==> config.mk <==
export PLATFORM = sky130hd
export DESIGN_NAME = atc_core
export DESIGN_NICKNAME = d
export VERILOG_FILES = /design/src/atc_pkg.sv /design/src/atc_core.sv
export VERILOG_INCLUDE_DIRS = /design/src
export SDC_FILE = /design/constraint.sdc
export NUM_CORES = 1
export LEC_CHECK = 0
export BUFFER_PORTS_ARGS = -buffer_cell sky130_fd_sc_hd__buf_4
export CAP_MARGIN = 20
export CORE_MARGIN = 4
export CORE_UTILIZATION = 30
export DETAILED_ROUTE_END_ITERATION = 10
export SLEW_MARGIN = 20
export SYNTH_ARGS = -nofsm -noshare
export SYNTH_HDL_FRONTEND = slang
export SYNTH_SLANG_ARGS = --single-unit
==> constraint.sdc <==
create_clock -name clk -period 5.05 [get_ports clk]
set_input_delay 1.515 -clock clk [delete_from_list [all_inputs] [get_ports clk]]
set_output_delay 1.515 -clock clk [all_outputs]
set_load 0.1 [all_outputs]
==> src/atc_map.svh <==
// Register indices, field positions, reset values for the trigger/flag block.
// Assumes an APB slave with byte address = 4 * register index.
//
// Contract
// RULE1: fast clear off: a completion flag clears only by writing one to it.
// RULE2: fast clear on, compare off: reading result n clears flag n.
// RULE3: fast clear on, compare on: writing result n clears flag n.
// RULE4: trigger sense from level/edge and polarity: fall, rise, low, high.
// RULE5: trigger enable syncs start to selected channel or trigger input.
// RULE6: sequence irq enabled requests interrupt while sequence done is set.
// RULE7: compare irq enabled requests interrupt on any compare channel flag.
// RULE8: sequence done flag, status bit 7, sets on each completed sequence.
// RULE9: sequence done clears by write one, control five write, fast read.
// RULE10: edge mode: extra trigger edge during a sequence sets bit 5.
// RULE11: overrun flags clear by write one, abort writes, control five write.
// RULE12: result written while its completion flag is set sets bit 4.
// RULE13: status zero always accessible; writes keep the conversion counter.
// RULE14: software keeps the reserved control two bit at its reset value.
// RULE15: writing zero to any write-one-to-clear flag changes nothing.
`ifndef ATC_MAP_SVH
`define ATC_MAP_SVH
`define ATC_IDX_CTL0 6'h00
`define ATC_IDX_CTL1 6'h01
`define ATC_IDX_CTL2 6'h02
`define ATC_IDX_CTL4 6'h04
`define ATC_IDX_CTL5 6'h05
`define ATC_IDX_STAT0 6'h06
`define ATC_IDX_COMPARE_ENABLE 6'h08
`define ATC_IDX_CMPHT 6'h09
`define ATC_IDX_CCF 6'h0B
`define ATC_IDX_IRQS 6'h0C
`define ATC_IDX_IRQM 6'h0D
`define ATC_IDX_RES 6'h10
`define ATC_RES_MASK 6'h38
`define ATC_CTL2_FFC 6
`define ATC_CTL2_LE 4
`define ATC_CTL2_POL 3
`define ATC_CTL2_ETE 2
`define ATC_CTL2_SIE 1
`define ATC_CTL2_CIE 0
`define ATC_CTL2_WMASK 8'h7F
`define ATC_ST_SCF 7
`define ATC_ST_TOR 5
`define ATC_ST_ROR 4
`define ATC_CTL_RST 8'h00
`define ATC_IRQM_RST 4'hF
`define ATC_NUM_SRC 4'hC
`define ATC_NUM_AIN 4'h8
`endif

==> src/atc_pkg.sv <==
// Types shared by the trigger/flag control block.
// Assumes the converter delivers results on the same clock.
package atc_pkg;
  typedef struct packed {
    logic valid;
    logic cmp_hit;
    logic [2:0] idx;
    logic [15:0] data;
  } atc_res_s;
  typedef enum logic {ST_IDLE, ST_BUSY} atc_seq_e;
endpackage

==> src/atc_core.sv <==
// Converter sequencer control: flags, trigger, interrupts, APB registers.
// Assumes the converter reports results and sequence end on clk.
`timescale 1ns/10ps
`default_nettype none
`include "atc_map.svh"
module atc_core
  import atc_pkg::*;
(
  input wire logic clk,
  input wire logic rst_n,
  input wire logic ce,
  input wire logic psel,
  input wire logic penable,
  input wire logic pwrite,
  input wire logic [7:0] paddr,
  input wire logic [31:0] pwdata,
  output logic [31:0] prdata,
  output logic pready,
  output logic pslverr,
  input wire logic [3:0] trigger_inputs,
  input wire logic [7:0] ain_digital,
  input wire atc_res_s conv_result,
  input wire logic seq_done,
  output logic conv_start,
  output logic conv_abort,
  output logic seq_busy,
  output logic [7:0] ain_buf_en,
  output logic seq_irq_req,
  output logic cmp_irq_req,
  output logic irq
);

  function automatic logic is_res(input logic [5:0] i);
    is_res = (i & `ATC_RES_MASK) == `ATC_IDX_RES;
  endfunction
  function automatic logic is_abort(input logic [5:0] i);
    is_abort = (i <= `ATC_IDX_CTL4) || (i == `ATC_IDX_COMPARE_ENABLE) ||
      (i == `ATC_IDX_CMPHT);
  endfunction
  function automatic logic is_mapped(input logic [5:0] i);
    is_mapped = (i <= `ATC_IDX_STAT0) || is_res(i) ||
      (i == `ATC_IDX_COMPARE_ENABLE) || (i == `ATC_IDX_CMPHT) ||
      (i == `ATC_IDX_CCF) || (i == `ATC_IDX_IRQS) ||
      (i == `ATC_IDX_IRQM);
  endfunction

  logic [7:0] ctl [6];
  logic [7:0] next_ctl [6];
  logic [15:0] res [8];
  logic [15:0] next_res [8];
  logic [7:0] compare_enable, next_compare_enable, cmpht, next_cmpht, ccf, next_ccf;
  logic sequence_done_flag, next_scf, tor, next_tor, ror, next_ror;
  logic [3:0] cc, next_cc, irqs, next_irqs, irqm, next_irqm;
  atc_seq_e state, next_state;
  logic next_start, next_abort;
  logic [7:0] next_bufen;
  logic [31:0] next_prdata, rdata;
  logic [11:0] sync1, sync2, sync3;
  logic [5:0] widx;
  logic [2:0] ridx;
  logic acc, wr, rd, wr_stat, ctl5_wr, abort_wr, rd_res, wr_res;
  logic ffc, le, pol, ete;
  logic [3:0] src;
  logic lvl_now, lvl_old, act_lvl, act_edge, trig_go;
  logic scf_set, tor_set, ror_set, ovr_clr;
  logic [7:0] ccf_set, ccf_clr;

  assign widx = paddr[7:2];
  assign ridx = paddr[4:2];
  assign pready = ce;
  assign acc = psel & penable & ce;
  assign pslverr = psel & penable & !is_mapped(widx);
  assign wr = acc & pwrite;
  assign rd = acc & !pwrite;
  assign wr_stat = wr & (widx == `ATC_IDX_STAT0);
  assign ctl5_wr = wr & (widx == `ATC_IDX_CTL5);
  assign abort_wr = wr & is_abort(widx);
  assign rd_res = rd & is_res(widx);
  assign wr_res = wr & is_res(widx);
  assign ffc = ctl[2][`ATC_CTL2_FFC];
  assign le = ctl[2][`ATC_CTL2_LE];
  assign pol = ctl[2][`ATC_CTL2_POL];
  assign ete = ctl[2][`ATC_CTL2_ETE];
  assign src = ctl[1][3:0];
  assign seq_busy = state == ST_BUSY;

  // source select: 0-7 analog channels, 8-11 trigger inputs
  always_comb
  begin
    lvl_now = 1'b0;
    lvl_old = 1'b0;
    if (src < `ATC_NUM_SRC)
    begin
      lvl_now = sync2[src];
      lvl_old = sync3[src];
    end
  end

  assign act_lvl = lvl_now == pol; // [RULE4]
  assign act_edge = (lvl_now != lvl_old) && (lvl_now == pol); // [RULE4]
  assign trig_go = ete & (le ? act_lvl : act_edge); // [RULE5]

  assign seq_irq_req = sequence_done_flag & ctl[2][`ATC_CTL2_SIE]; // [RULE6]
  assign cmp_irq_req = ctl[2][`ATC_CTL2_CIE] & |(ccf & compare_enable); // [RULE7]
  assign irq = |(irqs & irqm);

  always_comb
  begin
    rdata = 32'h0;
    if (is_res(widx))
      rdata[15:0] = res[widx[2:0]];
    else if (widx <= `ATC_IDX_CTL5)
      rdata[7:0] = ctl[widx[2:0]];
    else
      case (widx)
        `ATC_IDX_STAT0: rdata[7:0] = {sequence_done_flag, 1'b0, tor, ror, cc};
        `ATC_IDX_COMPARE_ENABLE: rdata[7:0] = compare_enable;
        `ATC_IDX_CMPHT: rdata[7:0] = cmpht;
        `ATC_IDX_CCF: rdata[7:0] = ccf;
        `ATC_IDX_IRQS: rdata[3:0] = irqs;
        `ATC_IDX_IRQM: rdata[3:0] = irqm;
        default: rdata = 32'h0;
      endcase
  end

  always_comb
  begin
    next_ctl = ctl;
    next_res = res;
    next_compare_enable = compare_enable;
    next_cmpht = cmpht;
    next_irqm = irqm;
    next_state = state;
    next_start = 1'b0;
    next_abort = 1'b0;
    next_cc = cc;
    next_prdata = (psel & !penable & !pwrite) ? rdata : prdata;
    if (wr)
    begin
      if (widx == `ATC_IDX_CTL2)
        next_ctl[2] = pwdata[7:0] & `ATC_CTL2_WMASK;
      else if (widx <= `ATC_IDX_CTL5)
        next_ctl[widx[2:0]] = pwdata[7:0];
      if (wr_res)
        next_res[ridx] = pwdata[15:0];
      if (widx == `ATC_IDX_COMPARE_ENABLE)
        next_compare_enable = pwdata[7:0];
      if (widx == `ATC_IDX_CMPHT)
        next_cmpht = pwdata[7:0];
      if (widx == `ATC_IDX_IRQM)
        next_irqm = pwdata[3:0];
    end
    // sequencing: abort beats restart beats trigger
    if (abort_wr)
    begin
      next_state = ST_IDLE;
      next_abort = 1'b1;
    end
    else if (ctl5_wr & !ete)
    begin
      next_state = ST_BUSY;
      next_start = 1'b1;
    end
    else
      case (state)
        ST_IDLE:
          if (trig_go) // [RULE5]
          begin
            next_state = ST_BUSY;
            next_start = 1'b1;
          end
        ST_BUSY:
          if (seq_done)
            next_state = ST_IDLE;
        default: next_state = ST_IDLE;
      endcase
    // counter clears on a sequence start unless a result arrives that cycle, and otherwise moves only by conversion progress
    if (next_start)
      next_cc = 4'h0; // [RULE13]
    if (conv_result.valid)
    begin
      next_res[conv_result.idx] = conv_result.data;
      next_cc = {1'b0, conv_result.idx} + 4'h1; // [RULE13]
    end
    next_bufen = 8'h00;
    if (ete && (src < `ATC_NUM_AIN))
      next_bufen = 8'h01 << src[2:0]; // [RULE5]
  end

  // flag group: every set wins over a clear in the same cycle
  always_comb
  begin
    scf_set = seq_done & (state == ST_BUSY); // [RULE8]
    next_scf = sequence_done_flag;
    if ((wr_stat & pwdata[`ATC_ST_SCF]) | ctl5_wr | (rd_res & ffc))
      next_scf = 1'b0; // [RULE9] [RULE15]
    if (scf_set)
      next_scf = 1'b1;
    ovr_clr = abort_wr | ctl5_wr; // [RULE11]
    tor_set = ete & !le & act_edge & (state == ST_BUSY); // [RULE10]
    next_tor = tor;
    if (ovr_clr | (wr_stat & pwdata[`ATC_ST_TOR]))
      next_tor = 1'b0; // [RULE11] [RULE15]
    if (tor_set)
      next_tor = 1'b1;
    ror_set = conv_result.valid & ccf[conv_result.idx]; // [RULE12]
    next_ror = ror;
    if (ovr_clr | (wr_stat & pwdata[`ATC_ST_ROR]))
      next_ror = 1'b0; // [RULE11] [RULE15]
    if (ror_set)
      next_ror = 1'b1;
    ccf_clr = 8'h00;
    if (wr & (widx == `ATC_IDX_CCF) & !ffc)
      ccf_clr = pwdata[7:0]; // [RULE1] [RULE15]
    if (rd_res & ffc & !compare_enable[ridx])
      ccf_clr = 8'h01 << ridx; // [RULE2]
    if (wr_res & ffc & compare_enable[ridx])
      ccf_clr = 8'h01 << ridx; // [RULE3]
    ccf_set = 8'h00;
    if (conv_result.valid &
      (!compare_enable[conv_result.idx] | conv_result.cmp_hit))
      ccf_set = 8'h01 << conv_result.idx;
    next_ccf = (ccf & ~ccf_clr) | ccf_set;
    next_irqs = irqs;
    if (wr & (widx == `ATC_IDX_IRQS))
      next_irqs = irqs & ~pwdata[3:0];
    next_irqs = next_irqs | {ror, tor, cmp_irq_req, seq_irq_req};
  end

  always_ff @(posedge clk)
  begin
    if (!rst_n)
    begin
      {sync1, sync2, sync3} <= 36'h0;
      for (int i = 0; i < 6; i++)
        ctl[i] <= `ATC_CTL_RST;
      for (int i = 0; i < 8; i++)
        res[i] <= 16'h0000;
      {compare_enable, cmpht, ccf} <= 24'h0;
      {sequence_done_flag, tor, ror} <= 3'h0;
      cc <= 4'h0;
      irqs <= 4'h0;
      irqm <= `ATC_IRQM_RST;
      state <= ST_IDLE;
      {conv_start, conv_abort} <= 2'h0;
      ain_buf_en <= 8'h00;
      prdata <= 32'h0;
    end
    else if (ce)
    begin
      sync1 <= {trigger_inputs, ain_digital};
      sync2 <= sync1;
      sync3 <= sync2;
      ctl <= next_ctl;
      res <= next_res;
      {compare_enable, cmpht, ccf} <= {next_compare_enable, next_cmpht, next_ccf};
      {sequence_done_flag, tor, ror} <= {next_scf, next_tor, next_ror};
      cc <= next_cc;
      irqs <= next_irqs;
      irqm <= next_irqm;
      state <= next_state;
      {conv_start, conv_abort} <= {next_start, next_abort};
      ain_buf_en <= next_bufen;
      prdata <= next_prdata;
    end
  end
endmodule
`default_nettype wire

==> results.tsv <==
metric	value	unit
total negative slack	0	ps
Inserted Clock Buffers	31	
fillcell total	4468	
clock sink count	278	
CP endpoint kind	primary output	
internal power	3.87	mW
Worst-path clk slew	60	ps
unrepaired setup endpoints after global routing	false	
Startpoint Class	input port	
Sw Share	0.251	
fmax	224	MHz
number of buffers added for setup after CTS	0	
Post-Synth Simple-Gate Area	0.122	
Slew HR	0.257	
CTS HTree Levels	1	
Pwr Total	5.16	mW
Pins Over Slew Limit	0	
Synth Flop Type	dfxtp_1	
switching power	1.30	mW
Syn-to-layout area delta	15.8	%
die width	220	um
crit path time final	4460	ps
Post-Synthesis Cell Area	13400	um2
Yosys cell types	68	
Hold Path Origin	cmpht[4]	
Yosys top cell by area	dfxtp_1	
pre-CTS setup slack	619	ps
1st-pass router iterations	5	
number of enable flip-flop cells after synthesis	0	
largest net degree at the start of global routing	134	
clock power share	0.476	
first-pass GRT wire length	70000	um
P per Cell Area	332	nW/um2
clock root buffer	clkbuf_16	
total track usage	0.184	
Synth Area in XOR/XNOR	0	
leakage power	5.71	nW
status	complete, no violations	
R2R Setup Slk	2390	ps
Combinational Power Share	0.087	
Tightest Hold Check Type	flip-flop to flip-flop	
Fin. Hold Viols	0	
antenna viol nets, final	0	
Starting Density	0.304	
ys async rst share	0	
cell area after layout	15600	um2
Nets	1611	
row cnt	77	
Worst EP required	3540	ps
# setup viols final	0	
Gate Count Post-Synth	1520	
Routed WL per cell	21.6	um
post-place instance area	14400	um2
Vias	12200	
period utilization	0.884	
Hold Crit Depth	2	
synthesis-stage register bit count	278	
Finished Core Util	0.352	
Ports	128	
Bufs on Longest Clock Path	3	
Synth Area in Adders	0.00558	
TritonCTS clock tree	yes	
Yosys top cell area share	0.414	
number of warnings issued by yosys	0	
WHS	458	ps
post-synthesis mux area share	0.161	
crit-path max FO	8	
Die ar.	48300	um2
post-synthesis compound-gate area fraction	0.231	
placed insts	2084	
initial antenna violation count	2	
HPWL after DPL	28900	um
Worst Hold End	cmpht[4]	
cts hold-fix bufs	0	
max cap viols	0	
Final WS setup	585	ps
clock skew	21.0	ps
number of global-route vias before repair	11700	
gr ovfl total	0	
peak supply drop	0.265	mV
synth top area cells	dfxtp_1 (41%), mux4_2 (8.4%), mux2i_1 (7.4%)	
actual slew at the worst max-slew pin	1100	ps
largest family of logic cells by synthesized area	compound AO/OA/AOI/OAI gates	
Core Area	44200	um2
sequential fraction of the synthesis area	0.414	
number of port buffers	93	
FF-to-FF path depth	6	
Initial DRC Count	1313	
Clock Latency Late Sink	580	ps
GPL Wtd Cong	0.851	
Synth Area per Inst	8.84	um2
Final Non-Filler Cells	2145	
post-CTS resize count	0	
Crit Path Class	input port to primary output	
Die Ht	220	um
register share of total power	0.436	
r2r startpoint	ctl[32]	
drt total wl	46200	um
FF-to-FF End	cc[3]	
Vias/cell	5.70	
WP data arrival	2950	ps
Residual DRC	0	
share of cells above drive strength 1	0.168	
-- cell families (layout without fill, tap and decap cells) --
family / count (synthesis) / count (layout)
mux: 152 / 152
buf+inv: 196 / 211
fa+ha+maj: 6 / 6
compound gates: 539 / 539
flops: 278 / 278
other cells: 1 / 19
simple gates: 348 / 348
-- placed cells by master (no fill, tap or decap), types with 7 or more instances in the layout --
cell       synthesis  routed
clkbuf_16          0      31
conb_1             1      16
and2_1             7       7
inv_1             17      17
mux4_2            50      50
nand3_1           56      56
buf_4             24     133
o22ai_1          137     137
a21oi_1          196     196
nand2_1           92      92
nor2_1           123     123
a22oi_1           29      29
nor3_1            14      14
nor2b_1            8       8
mux2i_1          100     100
o21ai_0          131     131
dfxtp_1          278     278
-- layout make-up --
class	instances	area, um2	share of cell area
flip-flops and latches	278	5570	0.358
multi-input cells	1061	7050	0.453
clock buffers	42	867	0.0557
inverters	18	70.1	0.00450
repair buffers	135	1020	0.0656
well taps	592	741	0.0476
diodes	3	7.51	0.000482
clock inverters	16	241	0.0155
-- registers in the layout, summed over array words and instances, names as in the netlist --
register and flops:
irqs 4, irqm 4, sync1 12, seq_busy 1, sequence_done_flag 1, conv_abort 1, prdata 16, tor 1
sync2 12, conv_start 1, ccf 8, cc 4, res 128, cmpht 8, compare_enable 8, ror 1
ctl 48, ain_buf_en 8, sync3 12
-- worst max-delay path, stage by stage --
cell and delay (ps):
buf_4 150, or3_1 490, nor3_1 440, a211oi_4 90, buf_4 260
-- cell usage after synthesis, types with 8 or more instances --
library cell and count:
buf_2 24, dfxtp_1 278, nor2_1 123, mux4_2 50, o22ai_1 137, nand2_1 92, a22oi_1 29, clkbuf_1 89
o21ai_0 131, nor2b_1 8, buf_4 24, mux2i_1 100, buf_1 36, a21oi_1 196, nor3_1 14, inv_1 17
nand3_1 56
-- power groups by stage --
stage                     Combinational [mW]  Clock [mW]  Sequential [mW]
after floorplan                        0.320           0             2.30
final                                  0.451        2.46             2.25
after CTS                              0.445        2.50             2.25
after global placement                 0.437           0             2.30
after global routing                   0.477        2.59             2.26
after detailed placement               0.444           0             2.30
-- layer usage --
layer  global-route usage  wire length [um]  share of wire
met3               0.0343              3500          0.076
met4               0.0810              2100          0.045
met1                0.247             19500           0.42
met2                0.288             21200           0.46
met5                    0                 0              0
-- worst max path at each step --
stage | startpoint | end | cells after the start
global route | paddr[5] | pslverr | 5
global placement | paddr[5] | pslverr | 5
finish | paddr[5] | pslverr | 5
CTS | paddr[5] | pslverr | 5
floorplan | paddr[4] | pslverr | 6
detailed placement | paddr[5] | pslverr | 5
Note: power is estimated with default switching activity, not from simulation.
